<file path="src/rtl/ffc_pkg.sv">
`default_nettype none
package ffc_pkg;
    localparam int ATTEN_WORD_BITS = 8;
    localparam int ATTEN_COUNT     = 4;
    localparam int CONV_BITS       = 12;
    localparam int CONV_CHANNELS   = 8;
    localparam int CONV_FRAME_BITS = 24;
    localparam int CONV_CMD_BITS   = 4;
    localparam int CONV_ADDR_BITS  = 3;
    localparam logic [CONV_CMD_BITS-1:0] CONV_CMD_LOAD_UPDATE = 4'h3;
    localparam logic [CONV_BITS-1:0]     CONV_RESET_CODE      = 12'h000;
    localparam logic [CONV_BITS-1:0]     CONV_FULL_CODE       = 12'hfff;
    localparam int IDX_FAN   = 0;
    localparam int IDX_BACK  = 4;
    localparam int IDX_HOR   = 5;
    localparam int IDX_VERT  = 6;
    localparam int IDX_LONG  = 7;
    localparam int ATT_LONG  = 0;
    localparam int ATT_VERT  = 1;
    localparam int ATT_HOR   = 2;
    localparam int ATT_BACK  = 3;
    localparam int TACH_EDGES_PER_REV = 4;
    localparam int TACH_PERIODS_PER_REV = 2;
endpackage
`default_nettype wire

</file>
<file path="src/rtl/ffc_control_port.sv">
`timescale 1ns/1ps
`default_nettype none
module ffc_control_port #(
    parameter int TACH_HALF_CYCLES = 100000
) (
    input  wire logic                   clock,
    input  wire logic                   rst_n,
    input  wire logic                   atten_shift_clock,
    input  wire logic                   atten_shift_data,
    input  wire logic                   longitudinal_latch_strobe,
    input  wire logic                   vertical_latch_strobe,
    input  wire logic                   horizontal_latch_strobe,
    input  wire logic                   backend_latch_strobe,
    output logic                        longitudinal_shift_readback,
    output logic                        vertical_shift_readback,
    output logic                        horizontal_shift_readback,
    output logic                        backend_shift_readback,
    output logic [7:0]                  longitudinal_setting,
    output logic [7:0]                  vertical_setting,
    output logic [7:0]                  horizontal_setting,
    output logic [7:0]                  backend_setting,
    input  wire logic                   converter_select_n,
    input  wire logic                   converter_serial_clock,
    input  wire logic                   converter_serial_data,
    output logic [11:0]                 fan_speed_channel,
    output logic [11:0]                 fan_drive_level,
    output logic [11:0]                 backend_phase_channel,
    output logic [11:0]                 horizontal_phase_channel,
    output logic [11:0]                 vertical_phase_channel,
    output logic [11:0]                 longitudinal_phase_channel,
    input  wire logic                   thermometer_line_in,
    output logic                        thermometer_line_out,
    output logic                        thermometer_line_oe_n,
    output logic                        fan_speed_pulse_out,
    output logic                        fan_speed_pulse_oe_n
);
    localparam int AW = ffc_pkg::ATTEN_WORD_BITS;
    localparam int AN = ffc_pkg::ATTEN_COUNT;
    localparam int CB = ffc_pkg::CONV_BITS;
    localparam int FB = ffc_pkg::CONV_FRAME_BITS;

    // converter select idles high; resetting it low would fake a frame edge
    localparam logic [8:0] SYNC_IDLE = 9'h040;

    // two-flop synchronisers for every shift, strobe and converter pin input
    logic [8:0] sync1_reg;
    logic [8:0] sync2_reg;
    logic [8:0] sync_prev_reg;
    always_ff @(posedge clock or negedge rst_n) begin
        if (!rst_n) begin
            sync1_reg     <= SYNC_IDLE;
            sync2_reg     <= SYNC_IDLE;
            sync_prev_reg <= SYNC_IDLE;
        end else begin
            sync1_reg <= {converter_serial_data, converter_serial_clock, converter_select_n,
                          backend_latch_strobe, horizontal_latch_strobe,
                          vertical_latch_strobe, longitudinal_latch_strobe,
                          atten_shift_data, atten_shift_clock};
            sync2_reg     <= sync1_reg;
            sync_prev_reg <= sync2_reg;
        end
    end

    logic            a_clk_rise;
    logic            a_data;
    logic [AN-1:0]   le_now;
    logic            c_sel_n;
    logic            c_clk_rise;
    logic            c_data;
    assign a_clk_rise = sync2_reg[0] & ~sync_prev_reg[0];
    assign a_data     = sync2_reg[1];
    assign le_now     = sync2_reg[5:2];
    assign c_sel_n    = sync2_reg[6];
    assign c_clk_rise = sync2_reg[7] & ~sync_prev_reg[7];
    assign c_data     = sync2_reg[8];

    // attenuator chain: every device gets the same bits, readback is each msb
    logic [AW-1:0] atten_shift_reg [AN];
    logic [AW-1:0] atten_latch_reg [AN];
    always_ff @(posedge clock or negedge rst_n) begin
        if (!rst_n) begin
            for (int i = 0; i < AN; i++) begin
                atten_shift_reg[i] <= '0;
            end
        end else if (a_clk_rise) begin
            for (int i = 0; i < AN; i++) begin
                atten_shift_reg[i] <= {atten_shift_reg[i][AW-2:0], a_data};
            end
        end
    end

    // latch commits while strobe high, held when it drops
    always_ff @(posedge clock or negedge rst_n) begin
        if (!rst_n) begin
            for (int i = 0; i < AN; i++) begin
                atten_latch_reg[i] <= '0;
            end
        end else begin
            for (int i = 0; i < AN; i++) begin
                if (le_now[i]) begin
                    atten_latch_reg[i] <= atten_shift_reg[i];
                end
            end
        end
    end

    assign longitudinal_shift_readback = atten_shift_reg[ffc_pkg::ATT_LONG][AW-1];
    assign vertical_shift_readback     = atten_shift_reg[ffc_pkg::ATT_VERT][AW-1];
    assign horizontal_shift_readback   = atten_shift_reg[ffc_pkg::ATT_HOR][AW-1];
    assign backend_shift_readback      = atten_shift_reg[ffc_pkg::ATT_BACK][AW-1];
    assign longitudinal_setting = atten_latch_reg[ffc_pkg::ATT_LONG];
    assign vertical_setting     = atten_latch_reg[ffc_pkg::ATT_VERT];
    assign horizontal_setting   = atten_latch_reg[ffc_pkg::ATT_HOR];
    assign backend_setting      = atten_latch_reg[ffc_pkg::ATT_BACK];

    // converter serial port: 24-bit frame, command/address/code, msb first
    logic [FB-1:0] conv_frame_reg;
    logic [4:0]    conv_count_reg;
    logic [CB-1:0] conv_code_reg [ffc_pkg::CONV_CHANNELS];
    logic          sel_prev_reg;
    always_ff @(posedge clock or negedge rst_n) begin
        if (!rst_n) begin
            conv_frame_reg <= '0;
            conv_count_reg <= 5'h00;
            sel_prev_reg   <= 1'b1;
        end else begin
            sel_prev_reg <= c_sel_n;
            if (c_sel_n) begin
                conv_count_reg <= 5'h00;
            end else if (c_clk_rise) begin
                conv_frame_reg <= {conv_frame_reg[FB-2:0], c_data};
                // saturate one past a full frame so long frames are refused too
                if (conv_count_reg != 5'(FB + 1)) begin
                    conv_count_reg <= conv_count_reg + 5'h01;
                end
            end
        end
    end

    // short or long frames are dropped so a glitch never loads a stray code
    logic          frame_done;
    logic          frame_load;
    logic [2:0]    frame_addr;
    logic [CB-1:0] frame_code;
    assign frame_done = c_sel_n & ~sel_prev_reg & (conv_count_reg == 5'(FB));
    assign frame_addr = conv_frame_reg[FB-ffc_pkg::CONV_CMD_BITS-1 -: ffc_pkg::CONV_ADDR_BITS];
    assign frame_code = conv_frame_reg[CB-1:0];
    assign frame_load = frame_done
                        && (conv_frame_reg[FB-1 -: ffc_pkg::CONV_CMD_BITS]
                            == ffc_pkg::CONV_CMD_LOAD_UPDATE);
    always_ff @(posedge clock or negedge rst_n) begin
        if (!rst_n) begin
            for (int i = 0; i < ffc_pkg::CONV_CHANNELS; i++) begin
                conv_code_reg[i] <= ffc_pkg::CONV_RESET_CODE;
            end
        end else if (frame_load) begin
            conv_code_reg[frame_addr] <= frame_code;
        end
    end

    // drive level kept in its own flop so the output is not an adder
    logic [CB-1:0] fan_drive_reg;
    always_ff @(posedge clock or negedge rst_n) begin
        if (!rst_n) begin
            fan_drive_reg <= ffc_pkg::CONV_FULL_CODE - ffc_pkg::CONV_RESET_CODE;
        end else if (frame_load && frame_addr == 3'(ffc_pkg::IDX_FAN)) begin
            fan_drive_reg <= ffc_pkg::CONV_FULL_CODE - frame_code;
        end
    end

    assign fan_speed_channel          = conv_code_reg[ffc_pkg::IDX_FAN];
    assign backend_phase_channel      = conv_code_reg[ffc_pkg::IDX_BACK];
    assign horizontal_phase_channel   = conv_code_reg[ffc_pkg::IDX_HOR];
    assign vertical_phase_channel     = conv_code_reg[ffc_pkg::IDX_VERT];
    assign longitudinal_phase_channel = conv_code_reg[ffc_pkg::IDX_LONG];
    // inverted drive, full scale at code zero
    assign fan_drive_level = fan_drive_reg;

    // thermometer line only released here; the sensor itself sits outside
    assign thermometer_line_out  = 1'b0;
    assign thermometer_line_oe_n = 1'b1;

    // tachometer model: open collector pulls low for one half-period of each period
    logic [31:0] tach_count_reg;
    logic        tach_level_reg;
    always_ff @(posedge clock or negedge rst_n) begin
        if (!rst_n) begin
            tach_count_reg <= 32'h0000_0000;
            tach_level_reg <= 1'b1;
        end else if (tach_count_reg >= 32'(TACH_HALF_CYCLES - 1)) begin
            tach_count_reg <= 32'h0000_0000;
            tach_level_reg <= ~tach_level_reg;
        end else begin
            tach_count_reg <= tach_count_reg + 32'h0000_0001;
        end
    end
    assign fan_speed_pulse_out  = 1'b0;
    assign fan_speed_pulse_oe_n = tach_level_reg;
endmodule // ffc_control_port
`default_nettype wire

</file>
<file path="config.mk">
export PLATFORM = sky130hd
export DESIGN_NAME = ffc_control_port
export DESIGN_NICKNAME = d
export VERILOG_FILES = /design/src/rtl/ffc_pkg.sv /design/src/rtl/ffc_control_port.sv
export SDC_FILE = /design/constraint.sdc
export NUM_CORES = 1
export LEC_CHECK = 0
export BUFFER_PORTS_ARGS = -buffer_cell sky130_fd_sc_hd__buf_2
export CAP_MARGIN = 20
export CELL_PAD_IN_SITES_DETAIL_PLACEMENT = 1
export CELL_PAD_IN_SITES_GLOBAL_PLACEMENT = 2
export CORE_ASPECT_RATIO = 1.2
export CORE_UTILIZATION = 39
export DETAILED_ROUTE_END_ITERATION = 7
export PLACE_DENSITY = 0.9
export SETUP_SLACK_MARGIN = 0.3
export SLEW_MARGIN = 40
export SYNTH_ARGS = -nofsm -noshare
export SYNTH_HDL_FRONTEND = slang
export SYNTH_SLANG_ARGS = --single-unit
</file>
<file path="constraint.sdc">
create_clock -name clock -period 3.02 [get_ports clock]
set_clock_uncertainty 0.15 [all_clocks]
set_input_delay 0.453 -clock clock [delete_from_list [all_inputs] [get_ports clock]]
set_output_delay 0.453 -clock clock [all_outputs]
set_load 0.02 [all_outputs]
</file>
Word level (Yosys, flattened, before mapping)
Index checks and enable logic that the tools add are counted.
- logic and storage cells: 59
- bits in latches: 0
- output and inout port bits: 112
- bits in registers: 261
- memory bits (writable): 0
- memories: 0
- ROM bits: 0
- input port bits: 12
- $mul: 0
- $lt $le $gt $ge: 3
- shift operators: 0
- eq/ne operators: 3
- bitwise gates (word level): 10
- mux-type cells: 7
- reduce and logical (&&, ||, !) cells: 8
- add/subtract/negate cells: 3
- div/mod/pow operators: 0
- operators by type and width (operator ; number):
    96-bit bitwise mux ; 1
    12-bit demux with 3-bit select ; 1
    32-bit by 1-bit adder with 32-bit output (second input constant) ; 1
    32-bit by 17-bit greater-or-equal comparator with 1-bit output (second input constant) ; 1
    32-bit two-way mux ; 1
    5-bit two-way mux ; 3
    12-bit two-way mux ; 1
    12-bit subtractor (first input constant) ; 1
    5-bit by 1-bit adder with 5-bit output (second input constant) ; 1
    5-bit == test (second input constant) ; 1
    5-bit inequality test (second input constant) ; 1
    1-bit inverter ; 5
    1-bit AND ; 4
    4-bit by 2-bit == test with 1-bit output (second input constant) ; 1
    4-bit greater-or-equal comparator (second input constant) ; 1
    4-bit by 1-bit < comparator with 1-bit output (second input constant) ; 1
    3-bit inverter with 4-bit output ; 1
    2-bit AND reduction ; 2
    2-bit nonzero test ; 2
    1-bit logical AND ; 3
    3-bit logical NOT ; 1

Logic depth before layout (Yosys ltp)
- depth in word-level cells: 6
- depth in mapped cells: 7
- gate-level depth less buffers: 6

Worst setup path before layout
Ideal clock, no wire load.
- path type: reg-to-reg
- start: reg sync2_reg[6]
- end: reg conv_code_reg, in the netlist horizontal_phase_channel[10]
- required time: 2.745 ns
- path slack: 0.922 ns
- stages on the path, launching flop included: 7
- setup time: 0.125 ns
- buffers on the path: 2
- period minus slack after synthesis: 2.098 ns
- arrival: 1.824 ns
- cell sequence: dfstp_2 -> buf_4 -> and4bb_4 -> nand4_4 -> nor3b_2 -> buf_2 -> mux2_2
- word-level cells in the longest chain between the ends: 3
- RTL lines (item ; RTL line ; RTL):
    start: declaration ; ffc_control_port.sv:47 ; logic [8:0] sync2_reg;
    start signal: assignment ; ffc_control_port.sv:59 ; sync2_reg <= sync1_reg;
    1-bit AND (2 in series) ; ffc_control_port.sv:145 ; assign frame_done = c_sel_n & ~sel_prev_reg & (conv_count_reg == 5'(FB));
    1-bit logical AND ; ffc_control_port.sv:149 ; && (conv_frame_reg[FB-1 -: ffc_pkg::CONV_CMD_BITS]
    end signal: indexed assignment ; ffc_control_port.sv:154 ; conv_code_reg[i] <= ffc_pkg::CONV_RESET_CODE;
    end signal: indexed assignment ; ffc_control_port.sv:157 ; conv_code_reg[frame_addr] <= frame_code;
    end: declaration ; ffc_control_port.sv:119 ; logic [CB-1:0] conv_code_reg [ffc_pkg::CONV_CHANNELS];
No other way between the ends.
A chain may end at the register's enable or synchronous reset.

Worst setup path in the final report
- start: reg conv_count_reg[0]
- end: reg conv_code_reg, in the netlist horizontal_phase_channel[3]
- word-level cells in the longest chain between the ends: 3
- RTL lines (item ; RTL line ; RTL):
    start: declaration ; ffc_control_port.sv:118 ; logic [4:0] conv_count_reg;
    start signal: assignment ; ffc_control_port.sv:134 ; conv_count_reg <= conv_count_reg + 5'h01;
    5-bit == test ; ffc_control_port.sv:145 ;
    1-bit AND ; ffc_control_port.sv:145 ;
    1-bit logical AND ; ffc_control_port.sv:149 ;
No other way between the ends.

==> results.json <==
{
  "grt_pass1_vias": 4592,
  "avgSynthCellArea_sq_um": 15.3,
  "slew_headroom": 0.550,
  "drt-total-wl_um": 15200,
  "dp_hpwl_um": 10200,
  "use_met2": 0.284,
  "use_met3": 0.0313,
  "critPathTopFamily": "simple AND/OR/NAND/NOR gates",
  "clock_latency_ps": 430,
  "fillCellCount": 1821,
  "pwr_density_cell_nw_per_um2": 707,
  "initial_core_util": 0.400,
  "dr_total_vias": 4323,
  "synth_adder_area_share": 0.00684,
  "cts_sinks": 195,
  "holdPathStages": 0,
  "critical-path-slowest-cell": "dfrtp_1",
  "crit_chain": "inv_1 -> ha_1 -> and4bb_4 -> nand4_4 -> nor3b_2 -> buf_4 -> mux2_2",
  "crit_cells": 7,
  "slew_viol_final": 0,
  "syn_to_final_growth_pct": 22.3,
  "grt_use_total": 0.171,
  "seqCellArea_sq_um": 4900,
  "worstSetupPathType": "flop to flop",
  "cp.arrival_ps": 2540,
  "synth-edff-count": 0,
  "cts_tree": "done",
  "hold_viol": 0,
  "startpoint_type": "flop",
  "cts_setup_buffers": 0,
  "cts.repair.resized": 0,
  "numPortBuffers": 119,
  "multi_input_area_sq_um": 2330,
  "setup_tns_ps": 0,
  "synth_top_area_frac": 0.612,
  "syn_inst": 480,
  "cts_root_buffer": "clkbuf_16",
  "ant_nets": 0,
  "die-area_sq_um": 19300,
  "firstDrtPassIters": 4,
  "syn_area_sq_um": 7320,
  "ys_seq_elements": 195,
  "synth_compound_area_frac": 0.0166,
  "dieWidth_um": 127,
  "ff2ff_path_depth": 7,
  "crit_buf_inv": 2,
  "finish.net_count": 647,
  "path_clk_slew_ps": 70,
  "dp.cells": 854,
  "largest_register_ff_count": 32,
  "fin_crit_sh": 0.791,
  "slowest_delay_ps": 440,
  "p_leak_nw": 4.41,
  "drc_errors": 0,
  "antenna_found_initial": 0,
  "drive_above_1_share": 0.480,
  "yosys.area.top_type": "dfrtp_1",
  "timing.hold.ws_ps": 188,
  "drt_iter0_drc": 204,
  "io_pins": 124,
  "via_per_inst": 4.82,
  "yosysMostFrequentCell": "dfrtp_1",
  "yosysUniqueCellTypes": 39,
  "r2r_slack_ps": 630,
  "fin_crit_ps": 2390,
  "peakVddDrop_mv": 0.366,
  "finalSetupViolations": 0,
  "grt_max_degree": 76,
  "cp_max_fo": 10,
  "grt_pass1_wl_um": 25400,
  "cts_made_buffers": 17,
  "ys_warn_count": 0,
  "critPathCaptureType": "flop",
  "fp.dieH_um": 152,
  "h-tree-depth": 4,
  "diodes": 0,
  "synthTopCellsByCount": "179 x dfrtp_1, 114 x mux2_2, 21 x nor2_1",
  "cp.required_ps": 3180,
  "place_ws_ps": 578,
  "synth_top_family_by_area": "multiplexers",
  "finalNonFillerCells": 896,
  "synth-simple-area-share": 0.0675,
  "worst_slew_pin_slew_ps": 673,
  "synth-xor-area-share": 0.0191,
  "synth-seq-area-share": 0.669,
  "place_area_sq_um": 8250,
  "fp.coreArea_sq_um": 18300,
  "drv_cap": 0,
  "post_drt_wl_per_cell_um": 16.9,
  "async_reset_ff_frac": 1.00,
  "overflow": 0,
  "ys.flop_type": "dfrtp_1",
  "fmax_mhz": 419,
  "synthMuxAreaShare": 0.197,
  "place_congestion": 0.762,
  "run_status": "complete, no violations",
  "rsz0062_at_grt": "false",
  "ys_top_cells_by_area": "dfrtp_1 61%, mux2_2 18%, dfstp_2 5.7%, mux2_4 2.1%, xnor2_1 1.2%",
  "hold_path.class": "flop to flop",
  "gr-usage-met1": 0.221,
  "ctsLongestPathBuffers": 2,
  "timing.final.ws_setup_ps": 632,
  "busiest_layer": "met2",
  "finalInstanceArea_sq_um": 8960,
  "fp-row-count": 54
}
[area by class of cell]
| class | instances | share of cell area |
|---|---|---|
| inverters | 7 | 0.00293 |
| multi-input cells | 271 | 0.260 |
| clock inverters | 12 | 0.0165 |
| clock buffers | 20 | 0.0499 |
| flip-flops and latches | 195 | 0.547 |
| repair buffers | 139 | 0.0884 |
| well taps | 252 | 0.0352 |
[report_power, final]
group	switching, mW	leakage, nW	internal [mW]
registers	0.292	2.50	2.91
clock network	1.01	0.284	1.26
logic	0.481	1.63	0.377
total	1.78	4.41	4.55
[kinds of logic after synthesis]
group,Yosys count
simple gates,85
xor+xnor,16
flops,195
compound gates,23
mux,125
fa+ha+maj,4
buf+inv,30
other cells,2
[through the flow]
stage          utilization  total power, mW
2_1_floorplan            -             3.72
3_3_place_gp         0.451             4.06
3_5_place_dp         0.451             4.11
4_1_cts              0.489             6.40
5_1_grt              0.489             6.61
6_report             0.489             6.33
[worst register-to-register path, cell delays in order (launching register included)]
cell	delay, ps
dfrtp_1	440
inv_1	90
ha_1	150
and4bb_4	280
nand4_4	140
nor3b_2	360
buf_4	300
mux2_2	370
[final timing paths]
check	start	end
setup reg to reg	conv_count_reg[0]	horizontal_phase_channel[3]
max in group asynchronous	rst_n	fan_drive_level[7]
min in group asynchronous	rst_n	longitudinal_phase_channel[2]
hold / removal	sync1_reg[0]	sync2_reg[0]
setup / recovery	conv_count_reg[0]	horizontal_phase_channel[3]
hold reg to reg	sync1_reg[0]	sync2_reg[0]
[metal layers]
metal  vias up  share of wire
met3        20          0.028
met4         0          0.020
met2        88           0.51
li1       1952              -
met1      2263           0.44
met5         -              0
[cells in the final DEF, fill, tap and decap left out, types with 2 or more instances in the layout]
master         instances
xnor2_1               10
and3b_1                3
nand4_1                6
o21ai_0               15
nand3_1                8
clkbuf_1               2
nor3b_2                2
a21oi_1                6
or3_1                  3
dfstp_2               16
bufinv_16              2
nand2_1               18
mux2_2               114
ha_1                   4
buf_2                118
dlygate4sd3_1         10
clkbuf_8               2
clkinv_4               3
nor4_1                 7
inv_1                  7
nor3_1                 4
xor2_1                 6
clkbuf_16             17
nand4_4                2
buf_4                  9
dfrtp_1              179
inv_6                  4
clkinvlp_4             2
nor2_1                20
mux2_4                10
conb_1                18
[timing repair]
| action | in CTS | in global routing |
|---|---|---|
| endpoints found under the hold margin | 68 | 0 |
| hold buffers | 10 | 0 |
| setup endpoints to repair | 0 | 0 |
Power figures use the tool's default switching activity.
